`src/fault_loop_locator_trigger_defs.vh`:
```
// register offsets, field positions, reset values, record depth and divider width of the fault locator trigger
`ifndef FAULT_LOOP_LOCATOR_TRIGGER_DEFS_VH
`define FAULT_LOOP_LOCATOR_TRIGGER_DEFS_VH
// byte addresses of the register words
`define REG_CTRL 8'h00
`define REG_TRIG_CUR 8'h04
`define REG_XPERLEN 8'h08
`define REG_STATUS 8'h0C
`define REG_IRQ_STAT 8'h10
`define REG_IRQ_MASK 8'h14
`define REG_TRIG_CNT 8'h18
`define REG_REC_SEL 8'h1C
`define REG_REC_TIME 8'h20
`define REG_REC_INFO 8'h24
`define REG_REC_REACT 8'h28
`define REG_REC_CUR 8'h2C
`define REG_REC_PRI 8'h30
`define REG_REC_DIST 8'h34
`define REG_REC_COUNT 8'h38
// control register fields
`define CTRL_SRC_LSB 0
`define CTRL_SRC_MSB 4
`define CTRL_MASK_LSB 8
`define CTRL_MASK_MSB 15
`define CTRL_ENA_BIT 16
`define CTRL_CNT_CLR_BIT 17
`define CTRL_RESET 32'h0001_0000
// trigger current in tenths of nominal, 0..400
`define TRIG_CUR_MAX 12'h190
`define TRIG_CUR_RESET 12'h00A
// reactance per length in milliohm per km, 0..5000
`define XPERLEN_MAX 13'h1388
`define XPERLEN_RESET 13'h007D
// loop codes
`define LOOP_NONE 3'h0
`define LOOP_L1_L2 3'h1
`define LOOP_L2_L3 3'h2
`define LOOP_L3_L1 3'h3
`define LOOP_L1_N 3'h4
`define LOOP_L2_N 3'h5
`define LOOP_L3_N 3'h6
`define LOOP_L1_L2_L3 3'h7
// event storage choices
`define STORE_ON_BIT 0
`define STORE_OFF_BIT 1
`define STORE_RESET 2'h3
// interrupt status bits
`define IRQ_TRIG_BIT 0
`define IRQ_CALC_BIT 1
`define IRQ_BLK_BIT 2
`define IRQ_NOLOOP_BIT 3
`define REC_DEPTH 12
`define DIV_WIDTH 18
`endif

```
`src/fault_loop_locator_trigger.v`:
```
// fault locator trigger: loop selection, distance, events, counter and record ring
//
// The Wishbone register port and the register offsets were decided locally.
`timescale 1ns/1ps
`default_nettype none
`include "fault_loop_locator_trigger_defs.vh"
module fault_loop_locator_trigger (
  input wire clk_i,
  input wire rst_i,
  input wire [7:0] wb_adr_i,
  input wire [31:0] wb_dat_i,
  output reg [31:0] wb_dat_o,
  input wire wb_we_i,
  input wire [3:0] wb_sel_i,
  input wire wb_cyc_i,
  input wire wb_stb_i,
  output reg wb_ack_o,
  output wire irq_o,
  input wire [31:0] trig_sources_i,
  input wire [7:0] inhibit_sources_i,
  input wire block_i,
  input wire pe_volt_avail_i,
  input wire [11:0] current_l1_i,
  input wire [11:0] current_l2_i,
  input wire [11:0] current_l3_i,
  input wire [15:0] loop_reactance_l1_l2_i,
  input wire [15:0] loop_reactance_l2_l3_i,
  input wire [15:0] loop_reactance_l3_l1_i,
  input wire [15:0] loop_reactance_l1_n_i,
  input wire [15:0] loop_reactance_l2_n_i,
  input wire [15:0] loop_reactance_l3_n_i,
  input wire [1:0] direction_i,
  input wire [2:0] setting_group_i,
  input wire [15:0] ct_primary_ratio_i,
  input wire [31:0] time_ms_i,
  input wire [1:0] store_triggered_i,
  input wire [1:0] store_calc_i,
  input wire cycle_tick_i,
  output reg event_valid_o,
  output reg [1:0] event_code_o,
  output reg [31:0] event_time_o,
  output reg blocked_o,
  output reg triggered_o,
  output reg calc_o
);
  localparam ST_IDLE = 2'd0;
  localparam ST_DIV = 2'd1;
  localparam ST_STORE = 2'd2;

  reg [31:0] trig_s1_r, trig_s2_r;
  reg [7:0] inh_s1_r, inh_s2_r;
  reg blk_s1_r, blk_s2_r, pev_s1_r, pev_s2_r;
  reg src_prev_r, blk_cycle_r;
  reg [31:0] ctrl_r;
  reg [11:0] trig_cur_r;
  reg [12:0] xperlen_r;
  reg [3:0] irq_stat_r, irq_mask_r;
  reg [31:0] trig_cnt_r;
  reg [3:0] rec_sel_r, wr_ptr_r, rec_count_r;
  reg [1:0] state_r;
  reg [2:0] loop_r;
  reg [15:0] react_r;
  reg [11:0] icur_r;
  reg [31:0] quot_r, rem_r;
  reg [4:0] bit_r;
  reg [1:0] dir_r;
  reg [2:0] grp_r;
  reg [31:0] tstamp_r;
  reg [31:0] mem_time [0:`REC_DEPTH-1];
  reg [15:0] mem_info [0:`REC_DEPTH-1];
  reg [15:0] mem_react [0:`REC_DEPTH-1];
  reg [11:0] mem_cur [0:`REC_DEPTH-1];
  reg [27:0] mem_pri [0:`REC_DEPTH-1];
  reg [31:0] mem_dist [0:`REC_DEPTH-1];
  reg [2:0] loop_nxt;
  reg [15:0] react_nxt;
  reg [11:0] icur_nxt;
  reg [3:0] irq_set_r;
  reg [31:0] rd_data;
  reg [3:0] rd_idx;
  integer k;

  wire src_now = trig_s2_r[ctrl_r[`CTRL_SRC_MSB:`CTRL_SRC_LSB]];
  wire trig_edge = src_now & ~src_prev_r;
  wire inhibited = |(inh_s2_r & ctrl_r[`CTRL_MASK_MSB:`CTRL_MASK_LSB]);
  wire enabled = ctrl_r[`CTRL_ENA_BIT];
  wire o1 = current_l1_i > trig_cur_r;
  wire o2 = current_l2_i > trig_cur_r;
  wire o3 = current_l3_i > trig_cur_r;
  wire bus_req = wb_cyc_i & wb_stb_i & ~wb_ack_o;
  // a write lands at the edge where the master sees ack high
  wire bus_wr = wb_cyc_i & wb_stb_i & wb_ack_o & wb_we_i & (&wb_sel_i[3:0]);
  wire [31:0] sub = {rem_r[30:0], quot_r[31]} - {19'h0, xperlen_r};
  wire [2:0] trig_ev = {o1, o2, o3};

  // loop choice; the three-phase case is recorded as LOOP_L1_L2_L3 with the L1-L2 reactance and L1 current
  always @* begin
    loop_nxt = `LOOP_NONE;
    react_nxt = 16'h0000;
    icur_nxt = 12'h000;
    case (trig_ev)
      3'b111: begin
        loop_nxt = `LOOP_L1_L2_L3;
        react_nxt = loop_reactance_l1_l2_i;
        icur_nxt = current_l1_i;
      end
      3'b110: begin
        loop_nxt = `LOOP_L1_L2;
        react_nxt = loop_reactance_l1_l2_i;
        icur_nxt = current_l1_i;
      end
      3'b011: begin
        loop_nxt = `LOOP_L2_L3;
        react_nxt = loop_reactance_l2_l3_i;
        icur_nxt = current_l2_i;
      end
      3'b101: begin
        loop_nxt = `LOOP_L3_L1;
        react_nxt = loop_reactance_l3_l1_i;
        icur_nxt = current_l3_i;
      end
      3'b100: begin
        if (pev_s2_r) begin
          loop_nxt = `LOOP_L1_N;
          react_nxt = loop_reactance_l1_n_i;
          icur_nxt = current_l1_i;
        end
      end
      3'b010: begin
        if (pev_s2_r) begin
          loop_nxt = `LOOP_L2_N;
          react_nxt = loop_reactance_l2_n_i;
          icur_nxt = current_l2_i;
        end
      end
      3'b001: begin
        if (pev_s2_r) begin
          loop_nxt = `LOOP_L3_N;
          react_nxt = loop_reactance_l3_n_i;
          icur_nxt = current_l3_i;
        end
      end
      default: begin
        loop_nxt = `LOOP_NONE;
      end
    endcase
  end

  // trigger, inhibit, block and pe_volt_avail_i inputs pass two flops first
  always @(posedge clk_i) begin
    if (rst_i) begin
      trig_s1_r <= 32'h0000_0000;
      trig_s2_r <= 32'h0000_0000;
      inh_s1_r <= 8'h00;
      inh_s2_r <= 8'h00;
      blk_s1_r <= 1'b0;
      blk_s2_r <= 1'b0;
      pev_s1_r <= 1'b0;
      pev_s2_r <= 1'b0;
    end else begin
      trig_s1_r <= trig_sources_i;
      trig_s2_r <= trig_s1_r;
      inh_s1_r <= inhibit_sources_i;
      inh_s2_r <= inh_s1_r;
      blk_s1_r <= block_i;
      blk_s2_r <= blk_s1_r;
      pev_s1_r <= pe_volt_avail_i;
      pev_s2_r <= pev_s1_r;
    end
  end

  // main sequence
  always @(posedge clk_i) begin
    irq_set_r <= 4'h0;
    if (rst_i) begin
      src_prev_r <= 1'b0;
      blk_cycle_r <= 1'b0;
      state_r <= ST_IDLE;
      loop_r <= `LOOP_NONE;
      react_r <= 16'h0000;
      icur_r <= 12'h000;
      quot_r <= 32'h0000_0000;
      rem_r <= 32'h0000_0000;
      bit_r <= 5'h00;
      dir_r <= 2'h0;
      grp_r <= 3'h0;
      tstamp_r <= 32'h0000_0000;
      wr_ptr_r <= 4'h0;
      rec_count_r <= 4'h0;
      trig_cnt_r <= 32'h0000_0000;
      blocked_o <= 1'b0;
      triggered_o <= 1'b0;
      calc_o <= 1'b0;
      event_valid_o <= 1'b0;
      event_code_o <= 2'h0;
      event_time_o <= 32'h0000_0000;
    end else begin
      event_valid_o <= 1'b0;
      if (cycle_tick_i)
        blk_cycle_r <= blk_s2_r;
      if (trig_edge | ~src_now)
        src_prev_r <= src_now;
      // falling source ends the triggered indication, after the record so events never collide
      if (~src_now & triggered_o & state_r == ST_IDLE & ~calc_o) begin
        triggered_o <= 1'b0;
        blocked_o <= 1'b0;
        if (store_triggered_i[`STORE_OFF_BIT]) begin
          event_valid_o <= 1'b1;
          event_code_o <= 2'h1;
          event_time_o <= time_ms_i;
        end
      end else if (~src_now & blocked_o) begin
        blocked_o <= 1'b0;
      end
      if (calc_o) begin
        calc_o <= 1'b0;
        if (store_calc_i[`STORE_OFF_BIT]) begin
          event_valid_o <= 1'b1;
          event_code_o <= 2'h3;
          event_time_o <= time_ms_i;
        end
      end
      case (state_r)
        ST_IDLE: begin
          // an edge in the calculation OFF cycle is refused, its event slot is taken
          if (trig_edge & enabled & ~calc_o) begin
            if (blk_cycle_r) begin
              blocked_o <= 1'b1;
              irq_set_r[`IRQ_BLK_BIT] <= 1'b1;
            end else begin
              triggered_o <= 1'b1;
              trig_cnt_r <= trig_cnt_r + 32'h0000_0001;
              irq_set_r[`IRQ_TRIG_BIT] <= 1'b1;
              if (store_triggered_i[`STORE_ON_BIT]) begin
                event_valid_o <= 1'b1;
                event_code_o <= 2'h0;
                event_time_o <= time_ms_i;
              end
              if (inhibited) begin
                irq_set_r[`IRQ_NOLOOP_BIT] <= 1'b1;
              end else if (loop_nxt == `LOOP_NONE) begin
                irq_set_r[`IRQ_NOLOOP_BIT] <= 1'b1;
              end else begin
                // loop inputs, direction, group and time are frozen here; xperlen_r and ct_primary_ratio_i are still read live
                loop_r <= loop_nxt;
                react_r <= react_nxt;
                icur_r <= icur_nxt;
                dir_r <= direction_i;
                grp_r <= setting_group_i;
                tstamp_r <= time_ms_i;
                rem_r <= 32'h0000_0000;
                quot_r <= {react_nxt, 16'h0000};
                bit_r <= 5'h1F;
                state_r <= (xperlen_r == 13'h0000) ? ST_STORE : ST_DIV;
              end
            end
          end
        end
        ST_DIV: begin
          // restoring divide, one quotient bit per clock
          if (sub[31] == 1'b0) begin
            rem_r <= sub;
            quot_r <= {quot_r[30:0], 1'b1};
          end else begin
            rem_r <= {rem_r[30:0], quot_r[31]};
            quot_r <= {quot_r[30:0], 1'b0};
          end
          if (bit_r == 5'h00)
            state_r <= ST_STORE;
          bit_r <= bit_r - 5'h01;
        end
        ST_STORE: begin
          mem_time[wr_ptr_r] <= tstamp_r;
          mem_info[wr_ptr_r] <= {6'h00, grp_r, dir_r, 2'h1, loop_r};
          mem_react[wr_ptr_r] <= react_r;
          mem_cur[wr_ptr_r] <= icur_r;
          mem_pri[wr_ptr_r] <= icur_r * ct_primary_ratio_i;
          mem_dist[wr_ptr_r] <= (xperlen_r == 13'h0000) ? 32'hFFFF_FFFF : quot_r;
          wr_ptr_r <= (wr_ptr_r == `REC_DEPTH - 1) ? 4'h0 : wr_ptr_r + 4'h1;
          if (rec_count_r != `REC_DEPTH)
            rec_count_r <= rec_count_r + 4'h1;
          calc_o <= 1'b1;
          irq_set_r[`IRQ_CALC_BIT] <= 1'b1;
          if (store_calc_i[`STORE_ON_BIT]) begin
            event_valid_o <= 1'b1;
            event_code_o <= 2'h2;
            event_time_o <= tstamp_r;
          end
          state_r <= ST_IDLE;
        end
        default: state_r <= ST_IDLE;
      endcase
      if (bus_wr & wb_adr_i == `REG_CTRL & wb_dat_i[`CTRL_CNT_CLR_BIT])
        trig_cnt_r <= 32'h0000_0000;
    end
  end

  // register file; a read of the interrupt status clears it, new events win
  always @(posedge clk_i) begin
    if (rst_i) begin
      ctrl_r <= `CTRL_RESET;
      trig_cur_r <= `TRIG_CUR_RESET;
      xperlen_r <= `XPERLEN_RESET;
      irq_mask_r <= 4'h0;
      irq_stat_r <= 4'h0;
      rec_sel_r <= 4'h0;
      wb_ack_o <= 1'b0;
      wb_dat_o <= 32'h0000_0000;
    end else begin
      wb_ack_o <= bus_req;
      if (bus_req & ~wb_we_i)
        wb_dat_o <= rd_data;
      if (bus_req & ~wb_we_i & wb_adr_i == `REG_IRQ_STAT)
        irq_stat_r <= irq_set_r;
      else
        irq_stat_r <= irq_stat_r | irq_set_r;
      if (bus_wr) begin
        case (wb_adr_i)
          `REG_CTRL: ctrl_r <= {15'h0000, wb_dat_i[16:0] & 17'h1FF1F};
          `REG_TRIG_CUR: trig_cur_r <= (wb_dat_i[11:0] > `TRIG_CUR_MAX) ?
                                       `TRIG_CUR_MAX : wb_dat_i[11:0];
          `REG_XPERLEN: xperlen_r <= (wb_dat_i[12:0] > `XPERLEN_MAX) ?
                                     `XPERLEN_MAX : wb_dat_i[12:0];
          `REG_IRQ_MASK: irq_mask_r <= wb_dat_i[3:0];
          `REG_REC_SEL: rec_sel_r <= (wb_dat_i[3:0] > 4'hB) ? 4'hB : wb_dat_i[3:0];
          default: ;
        endcase
      end
    end
  end

  assign irq_o = |(irq_stat_r & irq_mask_r);

  // rec_sel 0 is the newest record
  always @* begin
    rd_idx = (wr_ptr_r > rec_sel_r) ? wr_ptr_r - rec_sel_r - 4'h1 :
             wr_ptr_r + 4'hB - rec_sel_r;
    case (wb_adr_i)
      `REG_CTRL: rd_data = ctrl_r;
      `REG_TRIG_CUR: rd_data = {20'h00000, trig_cur_r};
      `REG_XPERLEN: rd_data = {19'h00000, xperlen_r};
      `REG_STATUS: rd_data = {24'h000000, state_r, pev_s2_r, blk_cycle_r,
                              calc_o, blocked_o, triggered_o, src_now};
      `REG_IRQ_STAT: rd_data = {28'h0000000, irq_stat_r};
      `REG_IRQ_MASK: rd_data = {28'h0000000, irq_mask_r};
      `REG_TRIG_CNT: rd_data = trig_cnt_r;
      `REG_REC_SEL: rd_data = {28'h0000000, rec_sel_r};
      `REG_REC_TIME: rd_data = mem_time[rd_idx];
      `REG_REC_INFO: rd_data = {16'h0000, mem_info[rd_idx]};
      `REG_REC_REACT: rd_data = {16'h0000, mem_react[rd_idx]};
      `REG_REC_CUR: rd_data = {20'h00000, mem_cur[rd_idx]};
      `REG_REC_PRI: rd_data = {4'h0, mem_pri[rd_idx]};
      `REG_REC_DIST: rd_data = mem_dist[rd_idx];
      `REG_REC_COUNT: rd_data = {28'h0000000, rec_count_r};
      default: rd_data = 32'h0000_0000;
    endcase
    if (wb_adr_i >= `REG_REC_TIME & wb_adr_i <= `REG_REC_DIST & rec_sel_r >= rec_count_r)
      rd_data = 32'h0000_0000;
  end

  initial begin
    for (k = 0; k < `REC_DEPTH; k = k + 1) begin
      mem_time[k] = 32'h0000_0000;
      mem_info[k] = 16'h0000;
      mem_react[k] = 16'h0000;
      mem_cur[k] = 12'h000;
      mem_pri[k] = 28'h0000000;
      mem_dist[k] = 32'h0000_0000;
    end
  end
endmodule
`default_nettype wire

```
`config.mk`:
```
export PLATFORM = sky130hd
export DESIGN_NAME = fault_loop_locator_trigger
export DESIGN_NICKNAME = d
export VERILOG_FILES = /design/src/fault_loop_locator_trigger.v
export VERILOG_INCLUDE_DIRS = /design/src
export SDC_FILE = /design/constraint.sdc
export NUM_CORES = 2
export LEC_CHECK = 0
export BUFFER_PORTS_ARGS = -buffer_cell sky130_fd_sc_hd__buf_2
export CORE_MARGIN = 2
export CORE_UTILIZATION = 60
export CTS_CLUSTER_DIAMETER = 200
export DETAILED_ROUTE_END_ITERATION = 7
export PLACE_DENSITY = 0.81
export SLEW_MARGIN = 15
export SYNTH_ARGS = -nofsm -noshare
export SYNTH_HDL_FRONTEND = slang
export SYNTH_SLANG_ARGS = --single-unit
```
`constraint.sdc`:
```
create_clock -name clk_i -period 9.3 [get_ports clk_i]
set_clock_uncertainty 0.2 [all_clocks]
set_input_delay 1.395 -clock clk_i [delete_from_list [all_inputs] [get_ports clk_i]]
set_output_delay 1.395 -clock clk_i [all_outputs]
set_load 0.01 [all_outputs]
```
* Yosys cells after proc, flatten, opt, wreduce, memory -nomap -nowiden
Memories as Yosys holds them, arrays and structs flattened.
Cells that the tools add are included.
** Storage, ports and cells
- Bits in registers :: 390
- Bits in writable memories :: 1548
- Bits of input ports :: 281
- Output and inout port bits :: 72
- Word-level logic and storage cells :: 242
- Memories kept :: 6
** Memory list
- mem_dist :: words 12, bits a word 32, read ports 1, clocked after Yosys merged registers in 0, wr ports 1, line fault_loop_locator_trigger.v:74 : reg [31:0] mem_dist [0:`REC_DEPTH-1];
- mem_time :: words 12, bits a word 32, read ports 1, clocked after Yosys merged registers in 0, wr ports 1, line fault_loop_locator_trigger.v:69 : reg [31:0] mem_time [0:`REC_DEPTH-1];
- mem_pri :: words 12, bits a word 28, read ports 1, clocked after Yosys merged registers in 0, wr ports 1, line fault_loop_locator_trigger.v:73 : reg [27:0] mem_pri [0:`REC_DEPTH-1];
- mem_react :: words 12, bits a word 16, read ports 1, clocked after Yosys merged registers in 0, wr ports 1, line fault_loop_locator_trigger.v:71 : reg [15:0] mem_react [0:`REC_DEPTH-1];
- mem_cur :: words 12, bits a word 12, read ports 1, clocked after Yosys merged registers in 0, wr ports 1, line fault_loop_locator_trigger.v:72 : reg [11:0] mem_cur [0:`REC_DEPTH-1];
- mem_info :: words 12, bits a word 9, read ports 1, clocked after Yosys merged registers in 0, wr ports 1, line fault_loop_locator_trigger.v:70 : reg [15:0] mem_info [0:`REC_DEPTH-1];
** Cells by class
- Add/sub/neg operators :: 9
- Multiply operators :: 1
- $lt $le $gt $ge :: 11
- Eq/ne operators :: 30
- Multiplexer cells :: 90
- Bitwise gates (word level) :: 32
- Reductions and logical operators :: 23
** Operators with widths (count)
- $pmux 32 s15 :: 1
- $mux 32 :: 14
- $mux 31 :: 5
- $pmux 32 s2 :: 2
- $pmux 16 s6 :: 1
- $pmux 12 s6 :: 1
- $pmux 31 s2 :: 1
- $eq 8x6->1 const B :: 7
- $mux 12 :: 4
- $mux 16 :: 3
- $gt 12x12->1 :: 3
- $add 32x1->32 const B :: 1
- $eq 8x5->1 const B :: 4
- $sub 32x13->32 :: 1
- $mul 12x16->28 :: 1
- $mux 2 :: 14
- $mux 1 :: 26
- $pmux 3 s7 :: 1
- $mux 5 :: 4
- $and 1x1->1 :: 18
- $eq 8x4->1 const B :: 2
- $mux 4 :: 4
- $reduce_and 5->1 :: 3
- $gt 13x13->1 const B :: 1
- 46 further kinds :: 74

* Depth between registers and ports, before layout
- Word-level depth :: 13
- Gate-level depth with buffers :: 23
- Gate-level depth less buffers :: 21

* Worst setup path after synthesis
OpenSTA, ideal clock, no wires.
- Path type :: input-to-reg
- From :: input ct_primary_ratio_i[5]
- To :: memory mem_pri[0][26] (data pin)
- Setup time :: 275 ps
- Arrival time :: 6552 ps
- Required time :: 8825 ps
- Slack :: 2274 ps
- Cell stages on the path :: 22
- Path buffers :: 2
- Cell sequence :: clkbuf_1 -> and2_1 -> fa_1 -> inv_1 -> fa_1 -> inv_1 -> fa_1 -> fa_1 -> inv_1 -> fa_1 -> inv_1 -> ha_1 -> clkbuf_1 -> and4_1 -> o21ai_0 -> a21oi_1 -> o41ai_2 -> a211oi_1 -> nand4b_1 -> a31o_2 -> a21oi_1 -> xnor2_1
** On the way
- Longest elaborated chain between the ends :: 1
** RTL lines
- from (decl) :: line fault_loop_locator_trigger.v:34 : input wire [15:0] ct_primary_ratio_i,
- $mul 12x16->28 :: line fault_loop_locator_trigger.v:277 : mem_pri[wr_ptr_r] <= icur_r * ct_primary_ratio_i;
- to (decl) :: line fault_loop_locator_trigger.v:73
No other way between the ends.

* Worst setup path in the final report
- From :: register icur_r[7]
- To :: memory mem_pri[10][26] (data pin)
** On the way
- Longest elaborated chain between the ends :: 1
** RTL lines
- from (decl) :: line fault_loop_locator_trigger.v:63 : reg [11:0] icur_r;
- from (signal assigned) :: line fault_loop_locator_trigger.v:247 : icur_r <= icur_nxt;
- $mul 12x16->28 :: line fault_loop_locator_trigger.v:277
No other way between the ends.

==> impl_metrics.json <==
{
  "final_cell_mix": "edfxtp_1 (1,548), nand2_1 (497), dfxtp_1 (388)",
  "num_rows": 136,
  "gp_congestion": 0.9462,
  "grt_max_degree": 140,
  "dr_wl_met3_mm": 35.74,
  "fin_ws_ns": 1.938,
  "viasPerCell": 6.846,
  "met2_length_mm": 113.6,
  "drt-total-wl_mm": 247.2,
  "yosys.area_share.simple_pct": 7.577,
  "grt_usage_pct": 34.93,
  "die_x_um": 376.4,
  "syn_inst": 5515,
  "cts_tree": "yes",
  "drt-met1-wl_mm": 82.06,
  "portBuffers": 338,
  "worst_r2r_path_depth": 20,
  "htree_levels": 4,
  "path_clk_slew_ns": 0.06,
  "setup_viol": 0,
  "startpoint_type": "register",
  "ctsResizeCount": 0,
  "dp_hpwl_mm": 152.4,
  "crit_chain": "buf_4, nand2_1, fa_1, inv_1, fa_1, fa_1, fa_1, inv_1, fa_1, inv_1, ha_1, and4_1, o21ai_0, a21oi_1, o41ai_2, a211oi_1, nand4b_1, a31o_2, a21oi_1, xnor2_1",
  "ys_ff_latch": 1938,
  "hp-class": "reg -> reg",
  "clk_path_buf_depth": 3,
  "synth_fa_ha_area_share_pct": 5.496,
  "synthTopCellsByArea": "edfxtp_1 (56%), dfxtp_1 (9.4%), mux4_2 (8.0%)",
  "postCtsHoldBufs": 0,
  "die_h_um": 376.4,
  "setup_tns_ns": 0,
  "timing.critical_path.mode_cell": "fa_1",
  "antenna_found_initial": 11,
  "synthArstFlopShare_pct": 0,
  "tightest_slew_ns": 1.260,
  "grt_pass1_vias": 53846,
  "hold_violations": 0,
  "crit_arrival_ns": 7.60,
  "core_um2": 137500,
  "p_per_area_nw_per_um2": 203.6,
  "first_pass_iters": 8,
  "r2r-start": "icur_r[7]",
  "power_leakage_nw": 32.67,
  "clock.fmax_mhz": 135.8,
  "cts_sinks": 1938,
  "utilization_pct": 67.38,
  "drtIter0Drc": 8154,
  "ios": 353,
  "yosysSeqAreaShare_pct": 65.26,
  "mostFrequentLayoutCell": "edfxtp_1",
  "ys_warn_count": 0,
  "synth_top_cell_by_area": "edfxtp_1",
  "synth_edf_count": 1548,
  "drive_gt1_share_pct": 19.04,
  "antenna_left": 0,
  "period_share_pct": 79.16,
  "wire_per_inst_um": 31.72,
  "vias": 53343,
  "post-cts-setup-buffers": 0,
  "drv_cap": 0,
  "synth_top_family_by_area": "multiplexers",
  "ys_types": 107,
  "maxSlewViolCount": 0,
  "whs_endpoint": "trig_s2_r[4]",
  "cts_inserted_buffers": 175,
  "status": "completed",
  "cpMaxStageDelayCell": "xnor2_1",
  "min_from": "trig_s1_r[4]",
  "gr-total-overflow": 0,
  "placed_area_um2": 86810,
  "worst_r2r_endpoint": "mem_pri[10][26]",
  "fillers": 8662,
  "clock_latency_ns": 0.82,
  "syn_area_um2": 83190,
  "routed.top_layer": "met5",
  "required_ns": 9.53,
  "design.die.area_um2": 141600,
  "synth_compound_area_share_pct": 7.863,
  "hold_depth": 1,
  "syn2layout_area_growth_pct": 11.37,
  "crit_type": "reg -> reg",
  "pre_cts_slack_ns": 1.525,
  "peakVddDrop_mv": 0.2216,
  "grt_pass1_wl_mm": 356.7,
  "synth_top_area_share_pct": 55.88,
  "nets": 6399,
  "finalInstanceArea_um2": 92650,
  "syn_avg_cell_area_um2": 15.08,
  "cp_max_fo": 16,
  "drc": 0,
  "r2r_slack_ns": 1.94,
  "fin_crit_ns": 7.362,
  "relSlewSlack_pct": 15.61,
  "endpoint_kind": "register",
  "start_util_pct": 60.51,
  "cpPeakStageDelay_ns": 0.92,
  "synth-main-ff-cell": "edfxtp_1",
  "cts-root-buf": "clkbuf_16",
  "rsz0062_at_grt": "no",
  "synth-xor-area-share_pct": 0.9250,
  "synthMuxAreaShare_pct": 9.988
}
layer usage:
layer,GRT usage [%],vias to the layer above
met2,54.55,4341
met3,10.79,870
met1,43.84,26358
li1,-,21766
met4,19.20,8
met5,0,-
report_power, final:
group / total [W] / internal [W] / switching (W)
clock: 0.00725 / 0.00403 / 0.00322
sequential: 0.00964 / 0.00952 / 0.000119
combinational: 0.00197 / 0.000724 / 0.00125
critical path, delay by kind of cell (launching register included):
family	cells	cell delay, ns
AOI/OAI and AO/OA	6	1.02
xor gates and xnor gates	1	0.92
buffers and inverters	4	0.56
and+or+nand+nor	3	0.52
adders and majority gates	6	2.87
DFF	1	0.85
area by class of cell:
cell class / count / area (um^2) / share of cell area [%]
timing repair buffer: 448 / 2577 / 2.782
tap: 1794 / 2245 / 2.423
inverter: 245 / 919.6 / 0.9926
clock inverter: 86 / 818.3 / 0.8832
sequential: 1938 / 54290 / 58.60
antenna: 5 / 12.51 / 0.01350
multi-input combinational: 3031 / 26860 / 28.99
clock buffer: 245 / 4922 / 5.313
logic make-up after synthesis:
family / Yosys count
AND/OR/NAND/NOR: 1306
other: 1
buffers and inverters: 557
flip-flops: 1938
AO/OA/AOI/OAI: 890
XOR/XNOR: 87
adder cells (fa/ha/maj): 279
multiplexers: 457
synthesized netlist by cell type (93+ instances only):
| cell type | count |
|---|---|
| inv_1 | 244 |
| a22oi_1 | 148 |
| buf_2 | 93 |
| a21oi_1 | 192 |
| nor2b_1 | 107 |
| and2_1 | 94 |
| clkbuf_1 | 168 |
| edfxtp_1 | 1548 |
| nand2_1 | 499 |
| ha_1 | 135 |
| fa_1 | 144 |
| dfxtp_1 | 390 |
| nor2_1 | 254 |
| mux4_2 | 294 |
| mux2i_1 | 142 |
registers in the layout, indices dropped and copies added, names as in the netlist, 108 cells and up:
register / flops
mem_dist: 384
mem_time: 384
mem_pri: 336
mem_react: 192
mem_cur: 144
mem_info: 108
how the worst max path moves through the flow:
stage / start / end / slack (ns) / cells past startpoint
6_report: icur_r[7] / mem_pri[10][26] / 1.94 / 20
4_1_cts: icur_r[5] / mem_pri[9][25] / 2.10 / 20
2_1_floorplan: ct_primary_ratio_i[5] / mem_pri[0][26] / 2.27 / 22
3_5_place_dp: ct_primary_ratio_i[5] / mem_pri[1][25] / 1.53 / 21
5_1_grt: icur_r[7] / mem_pri[10][26] / 1.66 / 20
3_3_place_gp: ct_primary_ratio_i[5] / mem_pri[2][26] / 1.69 / 21
stage by stage:
stage / power, W / std cells / hold slack, ns
4_1_cts: 0.01880 / 7785 / 0.2399
5_1_grt: 0.01932 / 7789 / 0.2553
2_1_floorplan: 0.01112 / 5526 / 0.2130
6_report: 0.01886 / 7792 / 0.2350
3_3_place_gp: 0.01167 / 7454 / 0.2184
3_5_place_dp: 0.01173 / 7454 / 0.2212
(Power assumes the default switching activity.)
